<file path="config.mk">
export PLATFORM = sky130hd
export DESIGN_NAME = dpc_top
export DESIGN_NICKNAME = d
export VERILOG_FILES = /design/src/rtl/dpc_pkg.sv /design/src/rtl/dpc_ram_if.sv /design/src/rtl/dpc_data_ram.sv /design/src/rtl/dpc_top.sv
export SDC_FILE = /design/constraint.sdc
export NUM_CORES = 1
export LEC_CHECK = 0
export BUFFER_PORTS_ARGS = -buffer_cell sky130_fd_sc_hd__clkbuf_2
export CAP_MARGIN = 20
export CORE_AREA = 2 2 272 274
export CTS_CLUSTER_DIAMETER = 60
export DETAILED_ROUTE_END_ITERATION = 16
export DIE_AREA = 0 0 274 276
export HOLD_SLACK_MARGIN = 0.15
export PLACE_DENSITY_LB_ADDON = 0.1
export SLEW_MARGIN = 5
export SYNTH_ARGS = -nofsm -noshare
export SYNTH_HDL_FRONTEND = slang
export SYNTH_SLANG_ARGS = --single-unit
</file>
<file path="constraint.sdc">
create_clock -name clk -period 46.9 [get_ports clk]
set_clock_uncertainty 0.2 [all_clocks]
set_input_delay 9.38 -clock clk [delete_from_list [all_inputs] [get_ports clk]]
set_output_delay 9.38 -clock clk [all_outputs]
set_load 0.01 [all_outputs]
</file>
<file path="src/rtl/dpc_pkg.sv">
// shared constants, types and helpers for the dma read prefetch cache
// assumes a 22-bit physical word address with a byte-select bit 0
// What this block does
// - four sets, each eight 16-bit words, one valid bit, one 18-bit tag
// - address bits 21:4 form the tag, bits 3:1 the word index
// - bit 0 selects write byte; ignored for dma
// - data ram holds set a at 00-07, then b, c, d up to octal 37
// - while either enable bit is clear: valids cleared, order reset to a,b,c,d
// - disable or init leaves data and tag contents untouched
// - cache works only with cache enable and relocation enable both set
// - cpu or dma write hitting a valid set invalidates it, makes it next
// - dma read checks tag hit on valid sets and whether index is zero
// - miss with nonzero index: return memory word, cache unchanged
// - miss with zero index: load tag into next set, forward memory word
// - fill reads the addressed word and next seven into the next set
// - clean fill sets valid and makes the set least available
// - parity error during fill: stays invalid and next; no own error flag
// - read hit returns stored word by set and index, no memory read
// - hit on index 7 invalidates the set and makes it next
// - hit on other index keeps it valid, makes it least available
// - power-low condition clears the memory configuration register
// - relocation enable is bit 5 of register three; clearing it disables cache
package dpc_pkg;

    localparam int          ADDR_W      = 22;
    localparam int          WORD_W      = 16;
    localparam int          TAG_W       = 18;
    localparam int          TAG_LO      = 4;
    localparam int          IDX_LO      = 1;
    localparam int          RAM_AW      = 5;
    localparam logic [2:0]  LAST_IDX    = 3'h7;
    localparam logic [7:0]  ORDER_INIT  = 8'he4;

    // register map, byte addresses
    localparam int          AXI_AW      = 12;
    localparam logic [11:0] REG_MCR     = 12'h000;
    localparam logic [11:0] REG_MEM_MGMT_REG_THREE    = 12'h004;
    localparam logic [11:0] REG_STAT    = 12'h008;
    localparam int          MCR_W       = 7;
    localparam int          MCR_CACHE_EN = 6;
    localparam int          MEM_MGMT_REG_THREE_RELOC  = 5;
    localparam logic [6:0]  MCR_RST     = 7'h00;
    localparam logic [15:0] MEM_MGMT_REG_THREE_RST    = 16'h0000;
    localparam logic [1:0]  RESP_OKAY   = 2'h0;
    localparam logic [1:0]  RESP_SLVERR = 2'h2;

    typedef enum logic [1:0] {ST_IDLE, ST_HIT, ST_MEM, ST_FILL} dpc_state_t;

    function automatic logic [TAG_W-1:0] dpc_tag(input logic [ADDR_W-1:0] a);
        return a[ADDR_W-1:TAG_LO];
    endfunction

    function automatic logic [2:0] dpc_idx(input logic [ADDR_W-1:0] a);
        return a[TAG_LO-1:IDX_LO];
    endfunction

    // slot 0 of the order list is the next available set
    function automatic logic [7:0] dpc_front(input logic [7:0] ord, input logic [1:0] s);
        logic [7:0] r;
        int         k;
        r = 8'h00;
        r[1:0] = s;
        k = 1;
        for (int i = 0; i < 4; i++) begin
            if (ord[2*i +: 2] != s) begin
                r[2*k +: 2] = ord[2*i +: 2];
                k++;
            end
        end
        return r;
    endfunction

    function automatic logic [7:0] dpc_back(input logic [7:0] ord, input logic [1:0] s);
        logic [7:0] r;
        int         k;
        r = 8'h00;
        r[7:6] = s;
        k = 0;
        for (int i = 0; i < 4; i++) begin
            if (ord[2*i +: 2] != s) begin
                r[2*k +: 2] = ord[2*i +: 2];
                k++;
            end
        end
        return r;
    endfunction

endpackage

</file>
<file path="src/rtl/dpc_ram_if.sv">
// port bundle between the cache control and its data ram
// assumes one writer and one reader, same clock
`timescale 1ns/1ps
interface dpc_ram_if;
    logic        we;
    logic [4:0]  waddr;
    logic [15:0] wdata;
    logic [4:0]  raddr;
    logic [15:0] rdata;
    modport ctrl (output we, output waddr, output wdata, output raddr, input rdata);
    modport ram  (input we, input waddr, input wdata, input raddr, output rdata);
endinterface

</file>
<file path="src/rtl/dpc_data_ram.sv">
// thirty-two word data store, one registered read port, one write port
// assumes the controller holds raddr during the cycle before it reads
`timescale 1ns/1ps
module dpc_data_ram
    import dpc_pkg::*;
(
    // clock
    input wire logic clk,
    // access
    dpc_ram_if.ram   port
);
    // no reset on purpose: contents survive disable
    logic [WORD_W-1:0] mem_q [32];

    always_ff @(posedge clk) begin
        if (port.we) begin
            mem_q[port.waddr] <= port.wdata;
        end
    end

    always_ff @(posedge clk) begin
        port.rdata <= mem_q[port.raddr];
    end
endmodule

</file>
<file path="src/rtl/dpc_top.sv">
// dma read prefetch cache with axi4-lite control registers
// assumes memory answers one word per mem_rd_ack while mem_rd_req is high
//
// The AXI4-Lite slave port and the placing of the registers were chosen for this implementation.
`timescale 1ns/1ps
module dpc_top
    import dpc_pkg::*;
(
    // clock and reset
    input  wire logic              clk,
    input  wire logic              sys_rst,
    input  wire logic              pwr_low,
    // axi4-lite slave
    input  wire logic [AXI_AW-1:0] s_axi_awaddr,
    input  wire logic              s_axi_awvalid,
    output logic                   s_axi_awready,
    input  wire logic [31:0]       s_axi_wdata,
    input  wire logic [3:0]        s_axi_wstrb,
    input  wire logic              s_axi_wvalid,
    output logic                   s_axi_wready,
    output logic [1:0]             s_axi_bresp,
    output logic                   s_axi_bvalid,
    input  wire logic              s_axi_bready,
    input  wire logic [AXI_AW-1:0] s_axi_araddr,
    input  wire logic              s_axi_arvalid,
    output logic                   s_axi_arready,
    output logic [31:0]            s_axi_rdata,
    output logic [1:0]             s_axi_rresp,
    output logic                   s_axi_rvalid,
    input  wire logic              s_axi_rready,
    // dma read requests from peripheral devices
    input  wire logic              dma_rd_valid,
    input  wire logic [ADDR_W-1:0] dma_rd_addr,
    output logic                   dma_rd_ready,
    output logic                   dma_rd_done,
    output logic [WORD_W-1:0]      dma_rd_data,
    // write snoop from the memory bus
    input  wire logic              snoop_wr_valid,
    input  wire logic [ADDR_W-1:0] snoop_wr_addr,
    // main memory read port
    output logic                   mem_rd_req,
    output logic [ADDR_W-1:0]      mem_rd_addr,
    input  wire logic              mem_rd_ack,
    input  wire logic [WORD_W-1:0] mem_rd_data,
    input  wire logic              mem_rd_perr
);
    dpc_ram_if ram_bus ();

    dpc_state_t        state_q;
    logic [MCR_W-1:0]  mcr_q;
    logic [15:0]       mem_mgmt_reg_three_q;
    logic [TAG_W-1:0]  tag_q [4];
    logic [3:0]        valid_q;
    logic [3:0]        valid_d;
    logic [7:0]        order_q;
    logic [7:0]        order_d;
    logic [1:0]        fill_set_q;
    logic [2:0]        fill_cnt_q;
    logic              fill_bad_q;
    logic              cache_on;
    logic [3:0]        rd_hit;
    logic [3:0]        sn_hit;
    logic [1:0]        hit_set;
    logic              take;
    logic              hit_take;
    logic              fill_start;
    logic              fill_word;
    logic              fill_end;
    logic              fill_ok;
    logic              sn_fill_hit;
    logic              aw_have_q;
    logic              w_have_q;
    logic [AXI_AW-1:0] awaddr_q;
    logic [31:0]       wdata_q;
    logic [3:0]        wstrb_q;
    logic              wr_fire;

    assign cache_on = mcr_q[MCR_CACHE_EN] & mem_mgmt_reg_three_q[MEM_MGMT_REG_THREE_RELOC];

    function automatic logic [3:0] tag_match(input logic [TAG_W-1:0] t);
        logic [3:0] m;
        m = 4'h0;
        for (int s = 0; s < 4; s++) begin
            m[s] = valid_q[s] && (tag_q[s] == t);
        end
        return m;
    endfunction

    // tags compared in full; byte bit never reaches the compare
    assign rd_hit = tag_match(dpc_tag(dma_rd_addr));
    assign sn_hit = (snoop_wr_valid && cache_on) ? tag_match(dpc_tag(snoop_wr_addr)) : 4'h0;
    assign sn_fill_hit = snoop_wr_valid && (state_q == ST_FILL)
                         && (tag_q[fill_set_q] == dpc_tag(snoop_wr_addr));

    always_comb begin
        hit_set = 2'h0;
        for (int s = 0; s < 4; s++) begin
            if (rd_hit[s]) begin
                hit_set = s[1:0];
            end
        end
    end

    assign take       = (state_q == ST_IDLE) && dma_rd_valid && dma_rd_ready;
    assign hit_take   = take && cache_on && (rd_hit != 4'h0);
    assign fill_start = take && cache_on && (rd_hit == 4'h0)
                        && (dpc_idx(dma_rd_addr) == 3'h0);
    assign fill_word  = (state_q == ST_FILL) && mem_rd_ack;
    assign fill_end   = fill_word && (fill_cnt_q == LAST_IDX);
    // any parity fault, snoop or disable spoils the block
    assign fill_ok    = fill_end && cache_on && !fill_bad_q && !mem_rd_perr
                        && !sn_fill_hit;

    // data ram hookup: set picks the block of eight, index the word
    assign ram_bus.we    = fill_word;
    assign ram_bus.waddr = {fill_set_q, fill_cnt_q};
    assign ram_bus.wdata = mem_rd_data;
    assign ram_bus.raddr = {hit_set, dpc_idx(dma_rd_addr)};

    dpc_data_ram u_ram (
        .clk  (clk),
        .port (ram_bus)
    );

    // request sequencer
    always_ff @(posedge clk) begin
        if (sys_rst) begin
            state_q      <= ST_IDLE;
            dma_rd_ready <= 1'b1;
            dma_rd_done  <= 1'b0;
            dma_rd_data  <= 16'h0000;
            mem_rd_req   <= 1'b0;
            mem_rd_addr  <= 22'h000000;
            fill_set_q   <= 2'h0;
            fill_cnt_q   <= 3'h0;
            fill_bad_q   <= 1'b0;
        end else begin
            dma_rd_done <= 1'b0;
            case (state_q)
                ST_IDLE: begin
                    if (take) begin
                        dma_rd_ready <= 1'b0;
                        if (hit_take) begin
                            state_q <= ST_HIT;
                        end else if (fill_start) begin
                            state_q     <= ST_FILL;
                            fill_set_q  <= order_q[1:0];
                            fill_cnt_q  <= 3'h0;
                            fill_bad_q  <= 1'b0;
                            mem_rd_req  <= 1'b1;
                            mem_rd_addr <= dma_rd_addr;
                        end else begin
                            state_q     <= ST_MEM;
                            mem_rd_req  <= 1'b1;
                            mem_rd_addr <= dma_rd_addr;
                        end
                    end
                end
                ST_HIT: begin
                    dma_rd_data  <= ram_bus.rdata;
                    dma_rd_done  <= 1'b1;
                    dma_rd_ready <= 1'b1;
                    state_q      <= ST_IDLE;
                end
                ST_MEM: begin
                    if (mem_rd_ack) begin
                        mem_rd_req   <= 1'b0;
                        dma_rd_data  <= mem_rd_data;
                        dma_rd_done  <= 1'b1;
                        dma_rd_ready <= 1'b1;
                        state_q      <= ST_IDLE;
                    end
                end
                ST_FILL: begin
                    // a snoop on any word of the block spoils it, not only on the last
                    if (sn_fill_hit) begin
                        fill_bad_q <= 1'b1;
                    end
                    if (mem_rd_ack) begin
                        if (fill_cnt_q == 3'h0) begin
                            dma_rd_data <= mem_rd_data;
                            dma_rd_done <= 1'b1;
                        end
                        if (mem_rd_perr) begin
                            fill_bad_q <= 1'b1;
                        end
                        if (fill_cnt_q == LAST_IDX) begin
                            mem_rd_req   <= 1'b0;
                            dma_rd_ready <= 1'b1;
                            state_q      <= ST_IDLE;
                        end else begin
                            fill_cnt_q <= fill_cnt_q + 3'h1;
                            mem_rd_addr[TAG_LO-1:IDX_LO] <= fill_cnt_q + 3'h1;
                        end
                    end
                end
                default: begin
                    state_q <= ST_IDLE;
                end
            endcase
        end
    end

    // tags keep their contents across reset and disable
    always_ff @(posedge clk) begin
        if (fill_start) begin
            tag_q[order_q[1:0]] <= dpc_tag(dma_rd_addr);
        end
    end

    // valid bits and replacement order; later steps take precedence
    always_comb begin
        valid_d = valid_q;
        order_d = order_q;
        // a replaced set must not stay valid under its new tag
        if (fill_start) begin
            valid_d[order_q[1:0]] = 1'b0;
        end
        if (hit_take) begin
            if (dpc_idx(dma_rd_addr) == LAST_IDX) begin
                valid_d[hit_set] = 1'b0;
                order_d = dpc_front(order_d, hit_set);
            end else begin
                order_d = dpc_back(order_d, hit_set);
            end
        end
        if (fill_ok) begin
            valid_d[fill_set_q] = 1'b1;
            order_d = dpc_back(order_d, fill_set_q);
        end else if (fill_end || sn_fill_hit) begin
            order_d = dpc_front(order_d, fill_set_q);
        end
        for (int s = 0; s < 4; s++) begin
            if (sn_hit[s]) begin
                valid_d[s] = 1'b0;
                order_d = dpc_front(order_d, s[1:0]);
            end
        end
        if (!cache_on) begin
            valid_d = 4'h0;
            order_d = ORDER_INIT;
        end
    end

    always_ff @(posedge clk) begin
        if (sys_rst) begin
            valid_q <= 4'h0;
            order_q <= ORDER_INIT;
        end else begin
            valid_q <= valid_d;
            order_q <= order_d;
        end
    end

    // axi4-lite write path: address and data taken in either order
    assign wr_fire = aw_have_q && w_have_q && !s_axi_bvalid;

    always_ff @(posedge clk) begin
        if (sys_rst) begin
            aw_have_q     <= 1'b0;
            w_have_q      <= 1'b0;
            s_axi_awready <= 1'b1;
            s_axi_wready  <= 1'b1;
            s_axi_bvalid  <= 1'b0;
            s_axi_bresp   <= RESP_OKAY;
            awaddr_q      <= 12'h000;
            wdata_q       <= 32'h00000000;
            wstrb_q       <= 4'h0;
        end else begin
            if (s_axi_awvalid && s_axi_awready) begin
                aw_have_q     <= 1'b1;
                awaddr_q      <= s_axi_awaddr;
                s_axi_awready <= 1'b0;
            end
            if (s_axi_wvalid && s_axi_wready) begin
                w_have_q     <= 1'b1;
                wdata_q      <= s_axi_wdata;
                wstrb_q      <= s_axi_wstrb;
                s_axi_wready <= 1'b0;
            end
            if (wr_fire) begin
                aw_have_q    <= 1'b0;
                w_have_q     <= 1'b0;
                s_axi_bvalid <= 1'b1;
                s_axi_bresp  <= (awaddr_q == REG_MCR || awaddr_q == REG_MEM_MGMT_REG_THREE
                                 || awaddr_q == REG_STAT) ? RESP_OKAY : RESP_SLVERR;
            end
            if (s_axi_bvalid && s_axi_bready) begin
                s_axi_bvalid  <= 1'b0;
                s_axi_awready <= 1'b1;
                s_axi_wready  <= 1'b1;
            end
        end
    end

    // control registers; power-low beats a software write to the configuration register only
    always_ff @(posedge clk) begin
        if (sys_rst || pwr_low) begin
            mcr_q <= MCR_RST;
        end else if (wr_fire && awaddr_q == REG_MCR && wstrb_q[0]) begin
            mcr_q <= wdata_q[MCR_W-1:0];
        end
    end

    always_ff @(posedge clk) begin
        if (sys_rst) begin
            mem_mgmt_reg_three_q <= MEM_MGMT_REG_THREE_RST;
        end else if (wr_fire && awaddr_q == REG_MEM_MGMT_REG_THREE) begin
            if (wstrb_q[0]) begin
                mem_mgmt_reg_three_q[7:0] <= wdata_q[7:0];
            end
            if (wstrb_q[1]) begin
                mem_mgmt_reg_three_q[15:8] <= wdata_q[15:8];
            end
        end
    end

    // axi4-lite read path, one read outstanding
    always_ff @(posedge clk) begin
        if (sys_rst) begin
            s_axi_arready <= 1'b1;
            s_axi_rvalid  <= 1'b0;
            s_axi_rdata   <= 32'h00000000;
            s_axi_rresp   <= RESP_OKAY;
        end else begin
            if (s_axi_arvalid && s_axi_arready) begin
                s_axi_arready <= 1'b0;
                s_axi_rvalid  <= 1'b1;
                s_axi_rresp   <= RESP_OKAY;
                case (s_axi_araddr)
                    REG_MCR:  s_axi_rdata <= {25'h0000000, mcr_q};
                    REG_MEM_MGMT_REG_THREE: s_axi_rdata <= {16'h0000, mem_mgmt_reg_three_q};
                    REG_STAT: s_axi_rdata <= {19'h00000, state_q != ST_IDLE,
                                              order_q, valid_q};
                    default: begin
                        s_axi_rdata <= 32'h00000000;
                        s_axi_rresp <= RESP_SLVERR;
                    end
                endcase
            end
            if (s_axi_rvalid && s_axi_rready) begin
                s_axi_rvalid  <= 1'b0;
                s_axi_arready <= 1'b1;
            end
        end
    end
endmodule

</file>
==> run_results.csv <==
group,metric,value,unit
final_layout,antenna_cells,0,
setup_path,cpPeakStageDelay,840,ps
grt,grt_max_degree,99,
detailed_routing,vias,24200,
final_layout,nets,3098,
floorplanning,initial_utilization,49.7,%
cts,clk_pin_slew_worst_paths,50,ps
timing,fin_setup_tns,0,ps
placed_design,place_hpwl,68.8,mm
detailed_routing,firstDrtPassIters,5,
cts,cts_tree,"done",
setup_path,critPathLaunchType,"input port",
cts,postCtsSetupBuffers,0,
cts,clkLatencyLatePin,650,ps
setup_path,ff2ff_path_depth,76,
setup_path,crit_type,"input port to register",
synthesis,syn_area,36100,um^2
floorplanning,die_w,274,um
final_layout,final_cell_mix,"edfxtp_1, nand2_1, nor2_1, clkbuf_2, dfxtp_1",
setup_path,timing.rr.end,"order_q[5]",
cts,cts_max_level,3,
timing,setup_viol,0,
floorplanning,die_h,276,um
timing,max-slew-margin-rel,29.5,%
cts,post_cts_resized,0,
detailed_routing,wl,102,mm
synthesis,synth_edf_count,584,
floorplanning,die_area,75600,um^2
synthesis,ys_async_sr_fraction,0,%
synthesis,synth_cell_types,142,
cts,clock_sinks,741,
outcome,outcome,"complete, no violations",
final_layout,n_fill_cell,6038,
grt,antenna_found_initial,2,
cts,cts-buffers-inserted,81,
detailed_routing,drtIter0Drc,2150,
min_path,hold_class,"register to register",
final_layout,area_growth,12.3,%
pwr,p_leak,13.9,nW
setup_path,critPathMaxFanout,27,
floorplanning,io_pins,214,
detailed_routing,remaining_drc_errors,0,
final_layout,drive_above_1_share,21.7,%
setup_path,worstPathRequired,47270,ps
final_layout,layout_commonest_cell,"edfxtp_1",
setup_path,r2r_start,"tag_q[3][1]",
setup_path,crit_top_cell,"ha_1",
placed_design,portBuffers,173,
min_path,hold_path_end,"mem_mgmt_reg_three_q[7]",
setup_path,reg2reg_slack,26360,ps
timing,period_share,62.0,%
cts,cts_root_buf,"clkbuf_16",
cts,ctsHoldBuffers,0,
floorplanning,num_rows,99,
pwr,worst_ir_drop_vdd,0.0352,mV
synthesis,ys_ff_latch,741,
setup_path,slowest_stage,"fa_1",
timing,rsz0062_at_grt,"false",
grt,grt.overflow.total,0,
timing,drv_slew,0,
synthesis,ys.warnings.count,0,
grt,grt_pass1_wl,152,mm
detailed_routing,wl_per_cell,25.8,um
timing,hold_violations,0,
detailed_routing,vias_per_cell,6.13,
timing,fin_ws,17840,ps
setup_path,cp.arrival,29430,ps
synthesis,yosysSeqAreaShare,57.3,%
synthesis,syn_area_per_cell,13.1,um^2
floorplanning,coreArea,72600,um^2
placed_design,gp_congestion,0.928,
min_path,min_from,"mem_mgmt_reg_three_q[7]",
timing,worst_pin_slew,1050,ps
synthesis,synthCells,2766,
timing,finalCriticalPeriod,29060,ps
synthesis,synth-main-ff-cell,"edfxtp_1",
grt,first_global_vias,24300,
min_path,holdPathStages,2,
grt,track_usage,26.6,%
pwr,p_per_area,37.2,nW/um^2
timing,timing.fmax,0.0344,GHz
detailed_routing,drtAntennaViolNets,0,
run,drv_cap,0,
setup_path,end_kind,"register",
cts,cts_buffer_depth,3,
placed_design,preCtsSetupSlack,17610,ps
where the power goes:
group	internal [mW]	leakage (nW)	switching (mW)	total, mW
registers	0.724	6.53	0.0122	0.737
clock network	0.354	1.27	0.265	0.619
logic	0.0538	6.12	0.0982	0.152
total	1.13	13.9	0.375	1.51
Yosys cell counts, types with 51 or more instances:
library cell | n | area share [%]
a21oi_1 | 117 | 1.6
clkbuf_1 | 103 | 1.1
dfxtp_1 | 157 | 8.7
edfxtp_1 | 584 | 49
inv_1 | 51 | 0.53
mux2i_1 | 75 | 2.1
mux4_2 | 140 | 8.7
nand2_1 | 280 | 2.9
nand3_1 | 58 | 0.80
nor2_1 | 180 | 1.9
o21ai_0 | 76 | 1.1
xnor2_1 | 65 | 1.6
xor2_1 | 96 | 2.3
registers in the layout, indices dropped and copies added (netlist names), 2 cells and up, named ones only:
signal and cells:
dma_rd_data 16, mcr_q 7, wstrb_q 2, mem_mgmt_reg_three_q 16
u_ram.port.rdata 16, tag_q 72, mem_rd_addr 22, fill_set_q 2
fill_cnt_q 3, state_q 2, awaddr_q 12, valid_q 4
order_q 8, u_ram.mem_q 512, wdata_q 16, s_axi_rdata 16
how the worst max path moves through the flow:
stage	slack, ps	from	depth (start not counted)	end
floorplan	20890	dma_rd_addr[12]	79	order_q[5]
global placement	17720	dma_rd_addr[5]	76	order_q[5]
detailed placement	17610	dma_rd_addr[5]	78	order_q[5]
CTS	18230	dma_rd_addr[5]	78	order_q[5]
global route	16650	dma_rd_addr[5]	77	order_q[5]
finish	17840	dma_rd_addr[10]	77	order_q[5]
stage by stage:
stage	total power [mW]	cell area, um^2	hold WS (ps)	util, %	instances
6_report	1.51	40600	252	55.9	3942
5_1_grt	1.56	40600	263	55.9	3942
3_3_place_gp	0.898	37800	238	52.1	3788
2_1_floorplan	0.840	36200	232	-	2783
3_5_place_dp	0.901	37900	246	52.2	3792
4_1_cts	1.52	40500	254	55.8	3939
metal layers:
layer	track usage (%)	vias to the layer above	part of all wire, %	wire length [um]
met1	35.3	12400	41	42100
met2	45.0	763	50	51100
met3	3.93	176	5.3	5370
met4	8.77	4	3.2	3290
met5	0	-	0.031	32
li1	-	10900	-	-
layout make-up:
class	count	area [um^2]	area share, %
Timing Repair Buffer	240	1430	3.53
Multi-Input combinational cell	1801	14400	35.5
Clock inverter	39	407	1.00
Tap cell	959	1200	2.96
Clock buffer	108	2220	5.47
Inverter	54	206	0.509
Sequential cell	741	20700	51.0
critical path: cells and delay by family:
kind	cells	cell delay, ps
multiplexers	2	650
AO/OA/AOI/OAI	16	3340
AND/OR/NAND/NOR	27	6890
buffers and inverters	13	2180
adder cells (fa/ha/maj)	18	6440
XOR/XNOR	1	490
kinds of logic after synthesis:
family | Yosys count | share of synthesized area (%)
simple gates | 828 | 11.8
buf+inv | 241 | 3.25
mux | 234 | 11.4
compound gates | 509 | 10.4
other cells | 1 | 0.0104
fa+ha+maj | 47 | 1.75
xor+xnor | 165 | 4.09
flops | 741 | 57.3
Power figures use the tool's default switching activity.
